`src/egp_pkg.sv`:
```
// package: register map, field layout, reset values and carrier types of the gpio port block
package egp_pkg;

    // ==========================================================
    // register word indices (byte address is four times the index)
    localparam logic [3:0] IDX_DATA = 4'h0;
    localparam logic [3:0] IDX_DIR  = 4'h1;
    localparam logic [3:0] IDX_PV   = 4'h2;
    localparam logic [3:0] IDX_DS   = 4'h3;
    localparam logic [3:0] IDX_SRE  = 4'h4;
    localparam logic [3:0] IDX_PFE  = 4'h5;
    localparam logic [3:0] IDX_IC   = 4'h6;
    localparam logic [3:0] IDX_IPE  = 4'h7;
    localparam logic [3:0] IDX_IF   = 4'h8;
    localparam logic [3:0] IDX_IES  = 4'h9;
    localparam logic [3:0] IDX_DFE  = 4'hA;
    localparam logic [3:0] IDX_DFC  = 4'hB;

    // ==========================================================
    // field positions
    localparam int IC_DMAEN_BIT = 7;
    localparam int IC_IE_BIT    = 1;
    localparam int IC_MOD_BIT   = 0;
    localparam int DFC_CLKS_BIT = 7;
    localparam int DFC_FF_MSB   = 4;
    localparam int DFC_FF_LSB   = 0;

    // ==========================================================
    // reset values
    localparam logic [7:0]  PORT_RST  = 8'h00;
    localparam logic [7:0]  DS_RST    = 8'h00;
    localparam logic [7:0]  CTRL_RST  = 8'h00;
    localparam logic [4:0]  FF_RST    = 5'h00;
    localparam logic [5:0]  CNT_RST   = 6'h00;
    localparam logic [31:0] RDATA_RST = 32'h0000_0000;

    // ==========================================================
    // carriers
    typedef struct packed {
        logic [7:0] oe;
        logic [7:0] out;
        logic [7:0] high_drive;
        logic [7:0] slew_limit;
        logic [7:0] passive_filter;
    } egp_pad_t;

    typedef struct packed {
        logic [7:0] own;
        logic [7:0] oe;
        logic [7:0] out;
        logic [7:0] analog;
    } egp_alt_t;

    typedef struct packed {
        logic [7:0]      port_data_reg;
        logic [7:0]      port_direction_reg;
        logic [7:0]      drive_strength_select;
        logic [7:0]      slew_rate_enable;
        logic [7:0]      passive_filter_enable;
        logic            pin_dma_request_enable;
        logic            cpu_irq_enable;
        logic            detect_mode_select;
        logic [7:0]      pin_irq_enable;
        logic [7:0]      pin_irq_flags;
        logic [7:0]      pin_irq_polarity;
        logic [7:0]      glitch_filter_enable;
        logic            filter_clock_select;
        logic [4:0]      filter_factor;
        logic [7:0]      filt;
        logic [7:0][5:0] cnt;
        logic [7:0]      prev_asserted;
        logic            waitreq;
        logic [31:0]     rdata;
        egp_pad_t        pad;
        logic [7:0]      alt_in;
        logic            irq;
        logic            dma_req;
        logic            wake;
    } egp_state_t;

endpackage : egp_pkg

```
`src/egp_port.sv`:
```
// module: eight-pin port with pin interrupt, dma request and glitch filters
`timescale 1ns/10ps
`default_nettype none

module egp_port (
    input  wire logic             clk,
    input  wire logic             rst,
    input  wire logic [5:0]       avs_address,
    input  wire logic             avs_read,
    input  wire logic             avs_write,
    input  wire logic [31:0]      avs_writedata,
    input  wire logic [3:0]       avs_byteenable,
    output var  logic [31:0]      avs_readdata,
    output var  logic             avs_waitrequest,
    input  wire logic [7:0]       pad_in,
    output var  egp_pkg::egp_pad_t pad_ctl,
    input  wire egp_pkg::egp_alt_t alt,
    output var  logic [7:0]       alt_in,
    input  wire logic             low_power_tick,
    input  wire logic             stop_mode,
    input  wire logic             dma_done,
    output var  logic             irq,
    output var  logic             dma_req,
    output var  logic             wake
);

    // ==========================================================
    // state and derived terms
    egp_pkg::egp_state_t st_r;
    egp_pkg::egp_state_t st_nxt;

    logic [7:0]       pin_is_input;
    logic [7:0]       in_path;
    logic [7:0]       digital_level;
    logic [7:0]       asserted_lvl;
    logic [7:0]       edge_hit;
    logic [7:0]       cond;
    logic [7:0]       flag_clr;
    logic [7:0]       filt_nxt;
    logic [7:0][5:0]  cnt_nxt;
    logic             tick;
    logic             bus_req;
    logic             bus_acc;
    logic             wr_acc;
    logic [3:0]       idx;
    logic [7:0]       wbyte;

    assign idx     = avs_address[5:2];
    assign wbyte   = avs_writedata[7:0];
    assign bus_req = avs_read | avs_write;
    // access takes effect on the cycle waitrequest is seen low
    assign bus_acc = bus_req & ~st_r.waitreq;
    assign wr_acc  = bus_acc & avs_write & avs_byteenable[0];

    // pin counts as input when nobody drives it
    assign pin_is_input = ~st_r.pad.oe;
    assign tick         = st_r.filter_clock_select ? low_power_tick : 1'b1;

    // ==========================================================
    // glitch filters, one per pin
    genvar gi;
    generate
        for (gi = 0; gi < 8; gi++) begin : g_filt
            always_comb begin
                filt_nxt[gi] = st_r.filt[gi];
                cnt_nxt[gi]  = st_r.cnt[gi];
                if (!st_r.glitch_filter_enable[gi] || pad_in[gi] == st_r.filt[gi]) begin
                    // disabled filter tracks pad so enabling starts clean
                    filt_nxt[gi] = pad_in[gi];
                    cnt_nxt[gi]  = egp_pkg::CNT_RST;
                end else if (tick) begin
                    // a change must outlast factor+1 ticks to pass
                    if (st_r.cnt[gi] == {1'b0, st_r.filter_factor} + 6'h01) begin
                        filt_nxt[gi] = pad_in[gi];
                        cnt_nxt[gi]  = egp_pkg::CNT_RST;
                    end else begin
                        cnt_nxt[gi] = st_r.cnt[gi] + 6'h01;
                    end
                end
            end
            assign in_path[gi] = (st_r.glitch_filter_enable[gi] && pin_is_input[gi])
                               ? st_r.filt[gi] : pad_in[gi];
        end
    endgenerate

    // ==========================================================
    // pin interrupt detection
    assign digital_level = in_path & ~alt.analog;
    assign asserted_lvl  = ~(digital_level ^ st_r.pin_irq_polarity);
    assign edge_hit      = asserted_lvl & ~st_r.prev_asserted;
    assign cond          = st_r.pin_irq_enable
                         & (edge_hit | (st_r.detect_mode_select ? asserted_lvl : 8'h00));
    assign flag_clr      = (wr_acc && idx == egp_pkg::IDX_IF ? wbyte : 8'h00)
                         | {8{dma_done}};

    // ==========================================================
    // next state
    always_comb begin
        st_nxt = st_r;
        st_nxt.filt          = filt_nxt;
        st_nxt.cnt           = cnt_nxt;
        st_nxt.prev_asserted = asserted_lvl;
        // set beats clear; level mode re-sets while pin stays asserted
        st_nxt.pin_irq_flags = (st_r.pin_irq_flags & ~flag_clr) | cond;

        // bus: one wait cycle, then the access completes
        st_nxt.waitreq = ~(bus_req & st_r.waitreq);
        if (bus_req && st_r.waitreq) begin
            st_nxt.rdata = egp_pkg::RDATA_RST;
            unique case (idx)
                egp_pkg::IDX_DATA: st_nxt.rdata[7:0] =
                    (st_r.port_data_reg & st_r.port_direction_reg)
                  | (digital_level & ~st_r.port_direction_reg);
                egp_pkg::IDX_DIR: st_nxt.rdata[7:0] = st_r.port_direction_reg;
                egp_pkg::IDX_PV:  st_nxt.rdata[7:0] = pad_in & ~alt.analog;
                egp_pkg::IDX_DS:  st_nxt.rdata[7:0] = st_r.drive_strength_select;
                egp_pkg::IDX_SRE: st_nxt.rdata[7:0] = st_r.slew_rate_enable;
                egp_pkg::IDX_PFE: st_nxt.rdata[7:0] = st_r.passive_filter_enable;
                egp_pkg::IDX_IC: begin
                    st_nxt.rdata[egp_pkg::IC_DMAEN_BIT] = st_r.pin_dma_request_enable;
                    st_nxt.rdata[egp_pkg::IC_IE_BIT]    = st_r.cpu_irq_enable;
                    st_nxt.rdata[egp_pkg::IC_MOD_BIT]   = st_r.detect_mode_select;
                end
                egp_pkg::IDX_IPE: st_nxt.rdata[7:0] = st_r.pin_irq_enable;
                egp_pkg::IDX_IF:  st_nxt.rdata[7:0] = st_r.pin_irq_flags;
                egp_pkg::IDX_IES: st_nxt.rdata[7:0] = st_r.pin_irq_polarity;
                egp_pkg::IDX_DFE: st_nxt.rdata[7:0] = st_r.glitch_filter_enable;
                egp_pkg::IDX_DFC: begin
                    st_nxt.rdata[egp_pkg::DFC_CLKS_BIT] = st_r.filter_clock_select;
                    st_nxt.rdata[egp_pkg::DFC_FF_MSB:egp_pkg::DFC_FF_LSB] =
                        st_r.filter_factor;
                end
                default: st_nxt.rdata = egp_pkg::RDATA_RST;
            endcase
        end
        if (wr_acc) begin
            unique case (idx)
                egp_pkg::IDX_DATA: st_nxt.port_data_reg         = wbyte;
                egp_pkg::IDX_DIR:  st_nxt.port_direction_reg    = wbyte;
                egp_pkg::IDX_DS:   st_nxt.drive_strength_select = wbyte;
                egp_pkg::IDX_SRE:  st_nxt.slew_rate_enable      = wbyte;
                egp_pkg::IDX_PFE:  st_nxt.passive_filter_enable = wbyte;
                egp_pkg::IDX_IC: begin
                    st_nxt.pin_dma_request_enable = wbyte[egp_pkg::IC_DMAEN_BIT];
                    st_nxt.cpu_irq_enable         = wbyte[egp_pkg::IC_IE_BIT];
                    st_nxt.detect_mode_select     = wbyte[egp_pkg::IC_MOD_BIT];
                end
                egp_pkg::IDX_IPE:  st_nxt.pin_irq_enable        = wbyte;
                egp_pkg::IDX_IES:  st_nxt.pin_irq_polarity      = wbyte;
                egp_pkg::IDX_DFE:  st_nxt.glitch_filter_enable  = wbyte;
                egp_pkg::IDX_DFC: begin
                    st_nxt.filter_clock_select = wbyte[egp_pkg::DFC_CLKS_BIT];
                    st_nxt.filter_factor       =
                        wbyte[egp_pkg::DFC_FF_MSB:egp_pkg::DFC_FF_LSB];
                end
                // flags handled above; pin value and unmapped ignore writes
                default: ;
            endcase
        end

        // pad control: foreign owner wins, else irq pin forced input
        for (int i = 0; i < 8; i++) begin
            if (alt.own[i]) begin
                st_nxt.pad.oe[i]  = alt.oe[i];
                st_nxt.pad.out[i] = alt.out[i];
            end else begin
                st_nxt.pad.oe[i]  = st_r.port_direction_reg[i]
                                  & ~st_r.pin_irq_enable[i];
                st_nxt.pad.out[i] = st_r.port_direction_reg[i]
                                  & ~st_r.pin_irq_enable[i]
                                  & st_r.port_data_reg[i];
            end
        end
        st_nxt.pad.high_drive     = st_r.drive_strength_select & st_r.pad.oe;
        st_nxt.pad.slew_limit     = st_r.slew_rate_enable & st_r.pad.oe;
        st_nxt.pad.passive_filter = st_r.passive_filter_enable & pin_is_input;
        st_nxt.alt_in             = in_path;

        st_nxt.dma_req = st_r.pin_dma_request_enable & (|st_r.pin_irq_flags);
        st_nxt.irq     = ~st_r.pin_dma_request_enable & st_r.cpu_irq_enable
                       & (|st_r.pin_irq_flags);
        // clocks may stop here; wake is recomputed every cycle and drops once stop_mode or the asserted enabled pin goes away
        st_nxt.wake    = stop_mode & st_r.cpu_irq_enable
                       & (|(st_r.pin_irq_enable & asserted_lvl));
    end

    // ==========================================================
    // state register
    always_ff @(posedge clk) begin
        if (rst) begin
            st_r                        <= '0;
            st_r.port_data_reg          <= egp_pkg::PORT_RST;
            st_r.port_direction_reg     <= egp_pkg::PORT_RST;
            st_r.drive_strength_select  <= egp_pkg::DS_RST;
            st_r.slew_rate_enable       <= egp_pkg::CTRL_RST;
            st_r.passive_filter_enable  <= egp_pkg::CTRL_RST;
            st_r.pin_irq_enable         <= egp_pkg::CTRL_RST;
            st_r.pin_irq_flags          <= egp_pkg::CTRL_RST;
            st_r.pin_irq_polarity       <= egp_pkg::CTRL_RST;
            st_r.glitch_filter_enable   <= egp_pkg::CTRL_RST;
            st_r.filter_factor          <= egp_pkg::FF_RST;
            st_r.rdata                  <= egp_pkg::RDATA_RST;
            st_r.waitreq                <= 1'b1;
        end else begin
            st_r <= st_nxt;
        end
    end

    assign avs_readdata    = st_r.rdata;
    assign avs_waitrequest = st_r.waitreq;
    assign pad_ctl         = st_r.pad;
    assign alt_in          = st_r.alt_in;
    assign irq             = st_r.irq;
    assign dma_req         = st_r.dma_req;
    assign wake            = st_r.wake;
endmodule : egp_port

`default_nettype wire

```
`config.mk`:
```
export PLATFORM = sky130hd
export DESIGN_NAME = egp_port
export DESIGN_NICKNAME = d
export VERILOG_FILES = /design/src/egp_pkg.sv /design/src/egp_port.sv
export SDC_FILE = /design/constraint.sdc
export NUM_CORES = 1
export LEC_CHECK = 0
export BUFFER_PORTS_ARGS = -buffer_cell sky130_fd_sc_hd__buf_2
export CAP_MARGIN = 20
export CORE_MARGIN = 2
export CORE_UTILIZATION = 50
export CTS_CLUSTER_DIAMETER = 150
export CTS_CLUSTER_SIZE = 16
export DETAILED_ROUTE_END_ITERATION = 8
export PLACE_DENSITY = 0.81
export SLEW_MARGIN = 10
export SYNTH_ARGS = -nofsm -noshare
export SYNTH_HDL_FRONTEND = slang
export SYNTH_SLANG_ARGS = --single-unit
```
`constraint.sdc`:
```
create_clock -name clk -period 2.85 [get_ports clk]
set_clock_uncertainty 0.05 [all_clocks]
set_input_delay 0.285 -clock clk [delete_from_list [all_inputs] [get_ports clk]]
set_output_delay 0.285 -clock clk [all_outputs]
set_load 0.1 [all_outputs]
```
Word-level counts from Yosys, hierarchy flattened:

Cells that the tools add are included.

* bits in registers: 205
* input port bits: 89
* output and inout port bits: 84
* word-level logic and storage cells: 271

* add/subtract/negate cells: 9
* eq/ne operators: 27
* multiplexer cells: 63
* bitwise logic cells: 59
* reduce and logical (&&, ||, !) cells: 71

Operator list (number)
* $and A8 B8 Y8: 11
* $mux W1: 49
* $add A6 B1 Y6 const B: 8
* $eq A6 B6 Y1: 8
* $mux W6: 8
* $not A8 Y8: 6
* $reduce_and A2 Y1: 18
* $pmux W3 S11: 1
* $or A8 B8 Y8: 4
* $reduce_bool A2 Y1: 16
* $and A1 B1 Y1: 25
* $pmux W2 S12: 1
* $pmux W2 S10: 1
* $eq A4 B3 Y1 const B: 4
* $eq A4 B4 Y1 const B: 4
* $mux W8: 2
* $reduce_or A2 Y1: 8
* $reduce_or A8 Y1: 2
* $pmux W1 S12: 1
* $not A1 Y1: 11
* $logic_and A1 B1 Y1: 10
* $eq A1 B1 Y1: 8
* $eq A4 B2 Y1 const B: 2
* $logic_not A1 Y1: 8
* 6 further kinds: 13

Longest topological paths before layout:

Gate-level depths: netlist of run 1.

* word-level depth: 10
* gate-level depth with buffers: 9
* gate-level depth less buffers: 7

Worst setup path before layout of run 1:

OpenSTA, ideal clock, no wires.

* kind: register -> register
* start point: reg st_r, in the netlist avs_waitrequest
* end point: reg st_r[170] in the netlist's numbering
* setup time: 0.128 ns
* arrival time: 1.977 ns
* data required time: 2.672 ns
* slack: 0.696 ns
* cell stages (with the launch flop): 7
* path buffers: 0
* period minus slack after synthesis: 2.154 ns
* cells stage by stage: dfxtp_1 and3b_1 nand2_1 nor3_1 a21oi_1 a31oi_1 nor2_1

* word-level cells in the longest chain between the ends: 10

Ends and longest elaborated chain
* from (decl): RTL line egp_port.sv:29 `egp_pkg::egp_state_t st_r;`
* from (signal assigned): RTL line egp_port.sv:205 `st_r <= st_nxt;`
* $not A1 Y1: RTL line egp_port.sv:52 `assign bus_acc = bus_req & ~st_r.waitreq;`
* $and A1 B1 Y1: RTL line egp_port.sv:52
* $and A1 B1 Y1 (2 in a row): RTL line egp_port.sv:53 `assign wr_acc = bus_acc & avs_write & avs_byteenable[0];`
* $logic_and A1 B1 Y1: RTL line egp_port.sv:93 `assign flag_clr = (wr_acc && idx == egp_pkg::IDX_IF ? wbyte : 8'h00)`
* $mux W8: RTL line egp_port.sv:93
* $or A8 B8 Y8: RTL line egp_port.sv:94 `| {8{dma_done}};`
* $not A8 Y8: RTL line egp_port.sv:104 `st_nxt.pin_irq_flags = (st_r.pin_irq_flags & ~flag_clr) | cond;`
* $and A8 B8 Y8: RTL line egp_port.sv:104
* $or A8 B8 Y8: RTL line egp_port.sv:104

Every way passes these cells.
A chain may end at the register's enable or synchronous reset.

Worst setup path in the final report of run 1:

* start point: reg st_r[149] in the netlist's numbering
* end point: reg st_r[136] in the netlist's numbering

* word-level cells in the longest chain between the ends: 3

Ends and longest elaborated chain
* $add A5 B1 Y6: RTL line egp_port.sv:73 `if (st_r.cnt[gi] == {1'b0, st_r.filter_factor} + 6'h01) begin`
* $eq A6 B6 Y1: RTL line egp_port.sv:73
* $mux W6: RTL line egp_port.sv:73

Every way passes these cells.

==> summary.txt, run 1 <==
Yosys
  – Top cell type's share of synthesized area: roughly two fifths
  – Area leader, netlist: dfxtp_1
  – Post-synthesis cell area: 0.0107 mm2
  – Async SR Flop Fraction: 0%
  – Main area contributors after synthesis: dfxtp_1 (38%), mux2i_1 (8.3%), buf_4 (5.9%)
  – Most common cell in the netlist: dfxtp_1
  – Adder-cell area share of the yosys netlist: 1.05%
  – Post-synth cell types: slightly below 70
  – Seq cells post-synth: 205
  – Simple logic cell fraction of the synthesized area: approximately 23%
  – Avg Inst Size Synth: between 8 and 9 um2
  – Post-Synth XOR/XNOR Area: between 6 and 7%
  – Register area share after synthesis: between 30% and 40%
  – EDFF count, synth: 0
  – Number of synthesis warnings: 0
  – Post-synthesis compound-gate area fraction: roughly 12%
  – Cells after Synth: 1,228
  – Synth Flop Type: dfxtp_1
  – Mux cell area share after synthesis: under 10%
  – Synth top cells by count: dfxtp_1 (205), nor2_1 (157), mux2i_1 (89), buf_4 (84), nand2_1 (74)
  – Largest family of logic cells by synthesized area: simple AND/OR/NAND/NOR gates

STA
  – Setup violators final: 0
  – Final hold viol count: 0
  – Slew @ Worst Pin: around 0.77 ns
  – Max Slew Vio Count: 0
  – RSZ-0062 raised after global routing: false
  – Tcrit/Tclk final: between 90% and 100%
  – Max Clk Rate: about 0.39 GHz
  – Setup TNS: 0 ns
  – Rel. slew slack: approximately half
  – Tmin final: approximately 2.6 ns

Global route
  – First-pass GRT wire length: 45,600 um
  – GRT overflow: 0
  – Vias in the first global route: between 8,000 and 9,000
  – Initial antenna violation count: 0
  – Met2 usage: 42.7%
  – Largest net degree at the start of global routing: 82
  – GR Util met3: roughly 3.3%
  – GRT Resource Usage Total: about a quarter
  – Routing usage on met1: approximately a third
  – GR peak layer: met2

Die
  – Die Span Y: between 150 and 200 um
  – Die area: approximately 0.023 mm2
  – Row count: 53
  – Chip width: 150 um
  – Effective utilization at floorplan: just over 50%
  – Core ar.: 0.0210 mm2
  – I/O pin count: 173

Placed design
  – Detail Placement HPWL: between 20,000 and 25,000 um
  – Routability Congestion: between 0.9 and 1
  – Port Buf Inserts: 119

Final layout
  – Fin util: 55.1%
  – Area delta synth->final: 8.06%
  – Layout cells sized above 1: ~16%
  – Fin nets: around 1,400
  – # diodes: 0

Clocking
  – CTS max path bufs: 3
  – TritonCTS clock tree: yes
  – Root buffer cell: clkbuf_16
  – Skew-Pair Late Insertion Delay: 0.49 ns
  – CTS Buf Count: 16
  – Clock sink total: between 200 and 250
  – H-tree levels: 1
  – Worst-path clk slew: 0.07 ns

Critical path
  – FF-to-FF End: st_r[136]
  – CP endpoint kind: flip-flop
  – WS Path Type: reg2reg
  – Reg2Reg Depth: 8
  – Worst Path Arrival: slightly below 3 ns
  – Reg2reg start: st_r[149]
  – Crit path from: st_r[149]
  – Crit start category: flip-flop
  – CP Data Required Time: around 3.2 ns
  – Worst-path maximum fanout: 10
  – Worst setup path endpoint: st_r[136]
  – Worst reg2reg setup slack: 0.27 ns

Power and ir drop
  – Pleak: between 4 and 5 nW
  – Net switching power: roughly 0.0015 W
  – Register share of total power: 52.2%
  – Clock network power share: ~37%
  – Switching Share: a little over a quarter
  – Comb pwr share: between 10% and 20%
  – Power Internal: slightly above 0.004 W
  – Total power density per cell area: about 480 mW/mm2
  – Maximum vdd drop: 0.000381 V

Drt
  – Antenna viol nets, final: 0
  – Routed Wire Length: slightly below 30,000 um
  – Vias per cell: a little under 6
  – Initial drt markers: 873
  – Wire length per cell: ~19 um
  – Residual DRC: 0
  – Drt pass-1 iters: 5
  – Routed vias: between 9,000 and 10,000

Hold path
  – Hold path depth: 3
  – Hold Path Class: in2reg

Job
  – Max_cap viols: 0

Run status
  – Status: complete, no violations
[flip-flops by register name (all words and copies together), names as in the netlist]
name,count
alt_in,8
avs_readdata,8
avs_waitrequest,1
dma_req,1
irq,1
pad_ctl,40
st_r,145
wake,1
[through the flow]
| stage | setup slack (ns) | std cells | hold WS, ns | total power, W | area [um2] |
|---|---|---|---|---|---|
| global route | 0.118 | 1550 | 0.0182 | 0.00576 | 11600 |
| floorplan | 0.696 | 1251 | 0.376 | 0.00347 | 10800 |
| finish | 0.269 | 1550 | 0.00709 | 0.00560 | 11600 |
| global placement | 0.318 | 1523 | 0.392 | 0.00357 | 11000 |
| CTS | 0.197 | 1550 | 0.00218 | 0.00563 | 11600 |
| detailed placement | 0.218 | 1523 | 0.399 | 0.00358 | 11000 |
[logic make-up (layout without fill, tap and decap cells)]
group                    after synthesis  count (layout)
AO/OA/AOI/OAI                        206             206
XOR/XNOR                              74              74
adder cells (fa/ha/maj)                9               9
buffers and inverters                175             199
flip-flops                           205             205
multiplexers                          95              95
other                                  1              24
AND/OR/NAND/NOR                      463             463
[power by group through the flow]
stage	combinational, W	clock, W	sequential (W)
finish	0.000610	0.00207	0.00292
global route	0.000638	0.00220	0.00292
CTS	0.000601	0.00211	0.00292
detailed placement	0.000591	0	0.00299
global placement	0.000586	0	0.00299
floorplan	0.000487	0	0.00299
[metal layers]
layer / vias up / wire length (um)
met2: 365 / 13900
met1: 4331 / 12200
li1: 4261 / -
met4: 0 / 1440
met5: - / 0
met3: 83 / 1840
[final cells by class]
cell class	instances	area, um2
Fill cell	1903	9450
Multi-Input combinational cell	871	5670
Sequential cell	205	4110
Timing Repair Buffer	158	938
Clock buffer	17	425
Tap cell	275	344
Inverter	23	86.3
Clock inverter	1	5.00
[repair_timing]
item / CTS / global route
setup endpoints to repair: 0 / 5
resized for setup: 0 / 2
buffers inserted: 0 / 0
hold buffers: 9 / 0
endpoints found under the hold margin: 9 / 0
[worst max-delay path, stage by stage (launching register included)]
cell and delay, ns:
dfxtp_1 0.50, ha_1 0.33, buf_4 0.21, nand2b_1 0.14, a21oi_1 0.09, a31oi_1 0.23, nor3_1 0.08, or4b_1 0.71
nor2_2 0.17
[worst min path at each step]
| stage | endpoint | slack (ns) | from |
|---|---|---|---|
| 3_3_place_gp | avs_readdata[3] | 0.39 | avs_readdata[3] |
| 3_5_place_dp | avs_readdata[3] | 0.40 | avs_readdata[3] |
| 6_report | pad_ctl[29] | 0.007 | alt[13] |
| 2_1_floorplan | pad_ctl[24] | 0.38 | alt[24] |
| 4_1_cts | pad_ctl[26] | 0.002 | alt[10] |
| 5_1_grt | pad_ctl[29] | 0.02 | alt[13] |
[cells in the final DEF (no fill, tap or decap), types with 11 or more instances in the layout]
cell	count
mux2i_1	89
xnor2_1	31
nand2b_1	29
nor2_1	157
nand3b_1	16
nand4_1	23
o21ai_0	49
and3b_1	22
a22oi_1	11
nor2b_1	27
buf_4	29
a211oi_1	14
xor2_1	40
nor2_2	14
inv_1	22
dfxtp_1	204
nand2_1	74
a21oi_1	63
conb_1	24
buf_2	118
clkbuf_16	17
nor3_1	20
nor3b_1	28
(Power assumes the default switching activity.)
==> inputs of run 2 (changes only) <==
- CTS_CLUSTER_DIAMETER: 150 -> default
- HOLD_SLACK_MARGIN: default -> 0.02
- PLACE_DENSITY: 0.81 -> 0.83
==> summary.txt, run 2 (same netlist as run 1, synthesis figures left out) <==
Die
  – Core ar.: 0.0210 mm2 (unchanged)
  – Die area: 0.0226 mm2 (unchanged)
  – Row count: 53 (unchanged)
  – I/O pin count: 173 (unchanged)
  – Effective utilization at floorplan: 50.9% (unchanged)
  – Die Span Y: 150 um (unchanged)
  – Chip width: 150 um (unchanged)

Final layout
  – Layout cells sized above 1: 17.3% (+1.2 points)
  – Fin nets: 1,406 (+2.4%)
  – Area delta synth->final: 13.5%
  – Most common cell after layout, fill and taps aside: dfxtp_1
  – Most frequent cells in the layout: dfxtp_1 (205), nor2_1 (157), buf_2 (118)
  – FILL cells: 1,789 (-6.0%)
  – # diodes: 0 (unchanged)
  – Max reg flops: 145 (unchanged)
  – Biggest register: st_r
  – Fin util: 57.8% (+2.8 points)

Power and ir drop
  – Total power density per cell area: 546 mW/mm2 (+13%)
  – Post-layout power: 0.00664 W (+19%)
  – Maximum vdd drop: 0.000523 V (+37%)
  – Pleak: 4.94 nW (+5.9%)

STA
  – Max Slew Vio Count: 0 (unchanged)
  – Rel. slew slack: 49.3% (+0.81 points)
  – Slew @ Worst Pin: 0.761 ns (-0.0122 ns)
  – Setup TNS: 0 ns (unchanged)
  – Hold slack: 0.0316 ns (+0.0246 ns)
  – Setup violators final: 0 (unchanged)
  – Final hold viol count: 0 (unchanged)
  – RSZ-0062 raised after global routing: false
  – Tcrit/Tclk final: 90.3% (-0.26 points)
  – Max Clk Rate: 0.389 GHz (+0.28%)
  – Tmin final: 2.57 ns (-0.00733 ns)

Critical path
  – CP top delay family: simple AND/OR/NAND/NOR gates
  – CP Data Required Time: 3.23 ns (about the same)
  – Critical path's largest stage delay: 0.70 ns (about the same)
  – Worst Path Arrival: 2.96 ns (about the same)
  – Worst-path maximum fanout: 13 (+3)
  – Crit start category: flip-flop
  – CP endpoint kind: flip-flop
  – CP bufs+invs: 1 (unchanged)
  – Slowest-stage cell, CP: or4b_1
  – Crit-path cells: buf_4, nand2b_1, o22ai_1, a22oi_1, nor3_1, or4b_1, a21oi_2
  – WS Path Type: reg2reg

Clocking
  – CTS max path bufs: 3 (unchanged)
  – H-tree levels: 1 (unchanged)
  – CTS Buf Count: 22 (+6)
  – Skew-Pair Late Insertion Delay: 0.51 ns (+0.02 ns)
  – TritonCTS clock tree: yes
  – Clock sink total: 205 (unchanged)
  – Worst-path clk slew: 0.06 ns (about the same)
  – Root buffer cell: clkbuf_16

Run status
  – Status: complete, no violations

Drt
  – Residual DRC: 0 (unchanged)
  – Met2 routed WL: 14,400 um (+3.5%)
  – Initial drt markers: 877 (+0.46%)
  – Top Metal Used: met4
  – Wire length per cell: 19.0 um (+0.39%)
  – Vias per cell: 5.81 (-0.39%)
  – Routed Wire Length: 30,300 um (+3.5%)
  – Antenna viol nets, final: 0 (unchanged)
  – Met3 routed WL: 2310 um (+26%)
  – Drt pass-1 iters: 5 (unchanged)
  – Routed vias: 9,284 (+2.7%)
  – M1 WL: 12,200 um (about the same)

Job
  – Max_cap viols: 0 (unchanged)

Global route
  – Initial antenna violation count: 0 (unchanged)
  – First-pass GRT wire length: 47,700 um (+4.5%)
  – Largest net degree at the start of global routing: 83 (+1.2%)
  – GRT Resource Usage Total: 26.7% (+1.1 points)
  – Vias in the first global route: 8,907 (+5.1%)
  – GRT overflow: 0 (unchanged)

Placed design
  – Detail Placement HPWL: 21,200 um (+0.40%)
  – Port Buf Inserts: 119 (unchanged)
  – Routability Congestion: 0.993 (+0.60%)

Hold path
  – Hold Path Class: in2reg
==> run 2: changes by cell type in the layout (fill, tap and decap cells not counted), sizes merged <==
cell and delta:
buf +8, bufinv +4, clkbuf +12, clkinv +5, dlygate4sd3 +19
==> run 2: stage by stage <==
| step | cells | area [um2] | setup slack, ns |
|---|---|---|---|
| floorplan | 1251 | 10800 | 0.696 |
| global placement | 1531 | 11100 | 0.450 |
| detailed placement | 1531 | 11100 | 0.415 |
| CTS | 1598 | 12200 | 0.375 |
| global route | 1598 | 12200 | 0.157 |
| finish | 1598 | 12200 | 0.277 |
==> run 2: worst register-to-register path, stage by stage (launching register included) <==
cell	delay, ns
dfxtp_1	0.61
buf_4	0.30
nand2b_1	0.13
o22ai_1	0.10
a22oi_1	0.35
nor3_1	0.11
or4b_1	0.70
a21oi_2	0.16
==> run 2: cell type report <==
class / count / area, um2 / area share [%]
inverter: 23 / 86.3 / 0.710
tap: 275 / 344 / 2.83
clock inverter: 10 / 150 / 1.24
timing repair buffer: 185 / 1180 / 9.68
sequential: 205 / 4100 / 33.8
clock buffer: 29 / 628 / 5.17
multi-input combinational: 871 / 5660 / 46.6
==> run 2: path summary, 6_finish.rpt <==
path	slack (ns)	to	depth (start not counted)	startpoint
setup / recovery	0.28	st_r[135]	7	st_r[151]
hold / removal	0.03	st_r[146]	3	pad_in[6]
setup reg to reg	0.28	st_r[135]	7	st_r[151]
hold reg to reg	0.41	avs_readdata[1]	2	avs_readdata[1]
==> run 2: per-layer routing <==
layer  track usage, %  vias to the layer above
met5                0                        -
met1             33.7                     4416
met2             44.5                      441
met4             12.3                        0
li1                 -                     4341
met3             4.30                       86
==> run 2: timing repair <==
action / in CTS / in global routing
hold buffers: 28 / 0
hold endpoints to repair: 16 / 0
resized for setup: 0 / 0
buffers inserted: 0 / 0
==> run 2: power by group <==
group | internal, W | switching (W) | total (W)
Combinational | 0.000147 | 0.000494 | 0.000641
Clock | 0.00191 | 0.00117 | 0.00307
Sequential | 0.00290 | 0.0000241 | 0.00292
Total | 0.00495 | 0.00168 | 0.00664
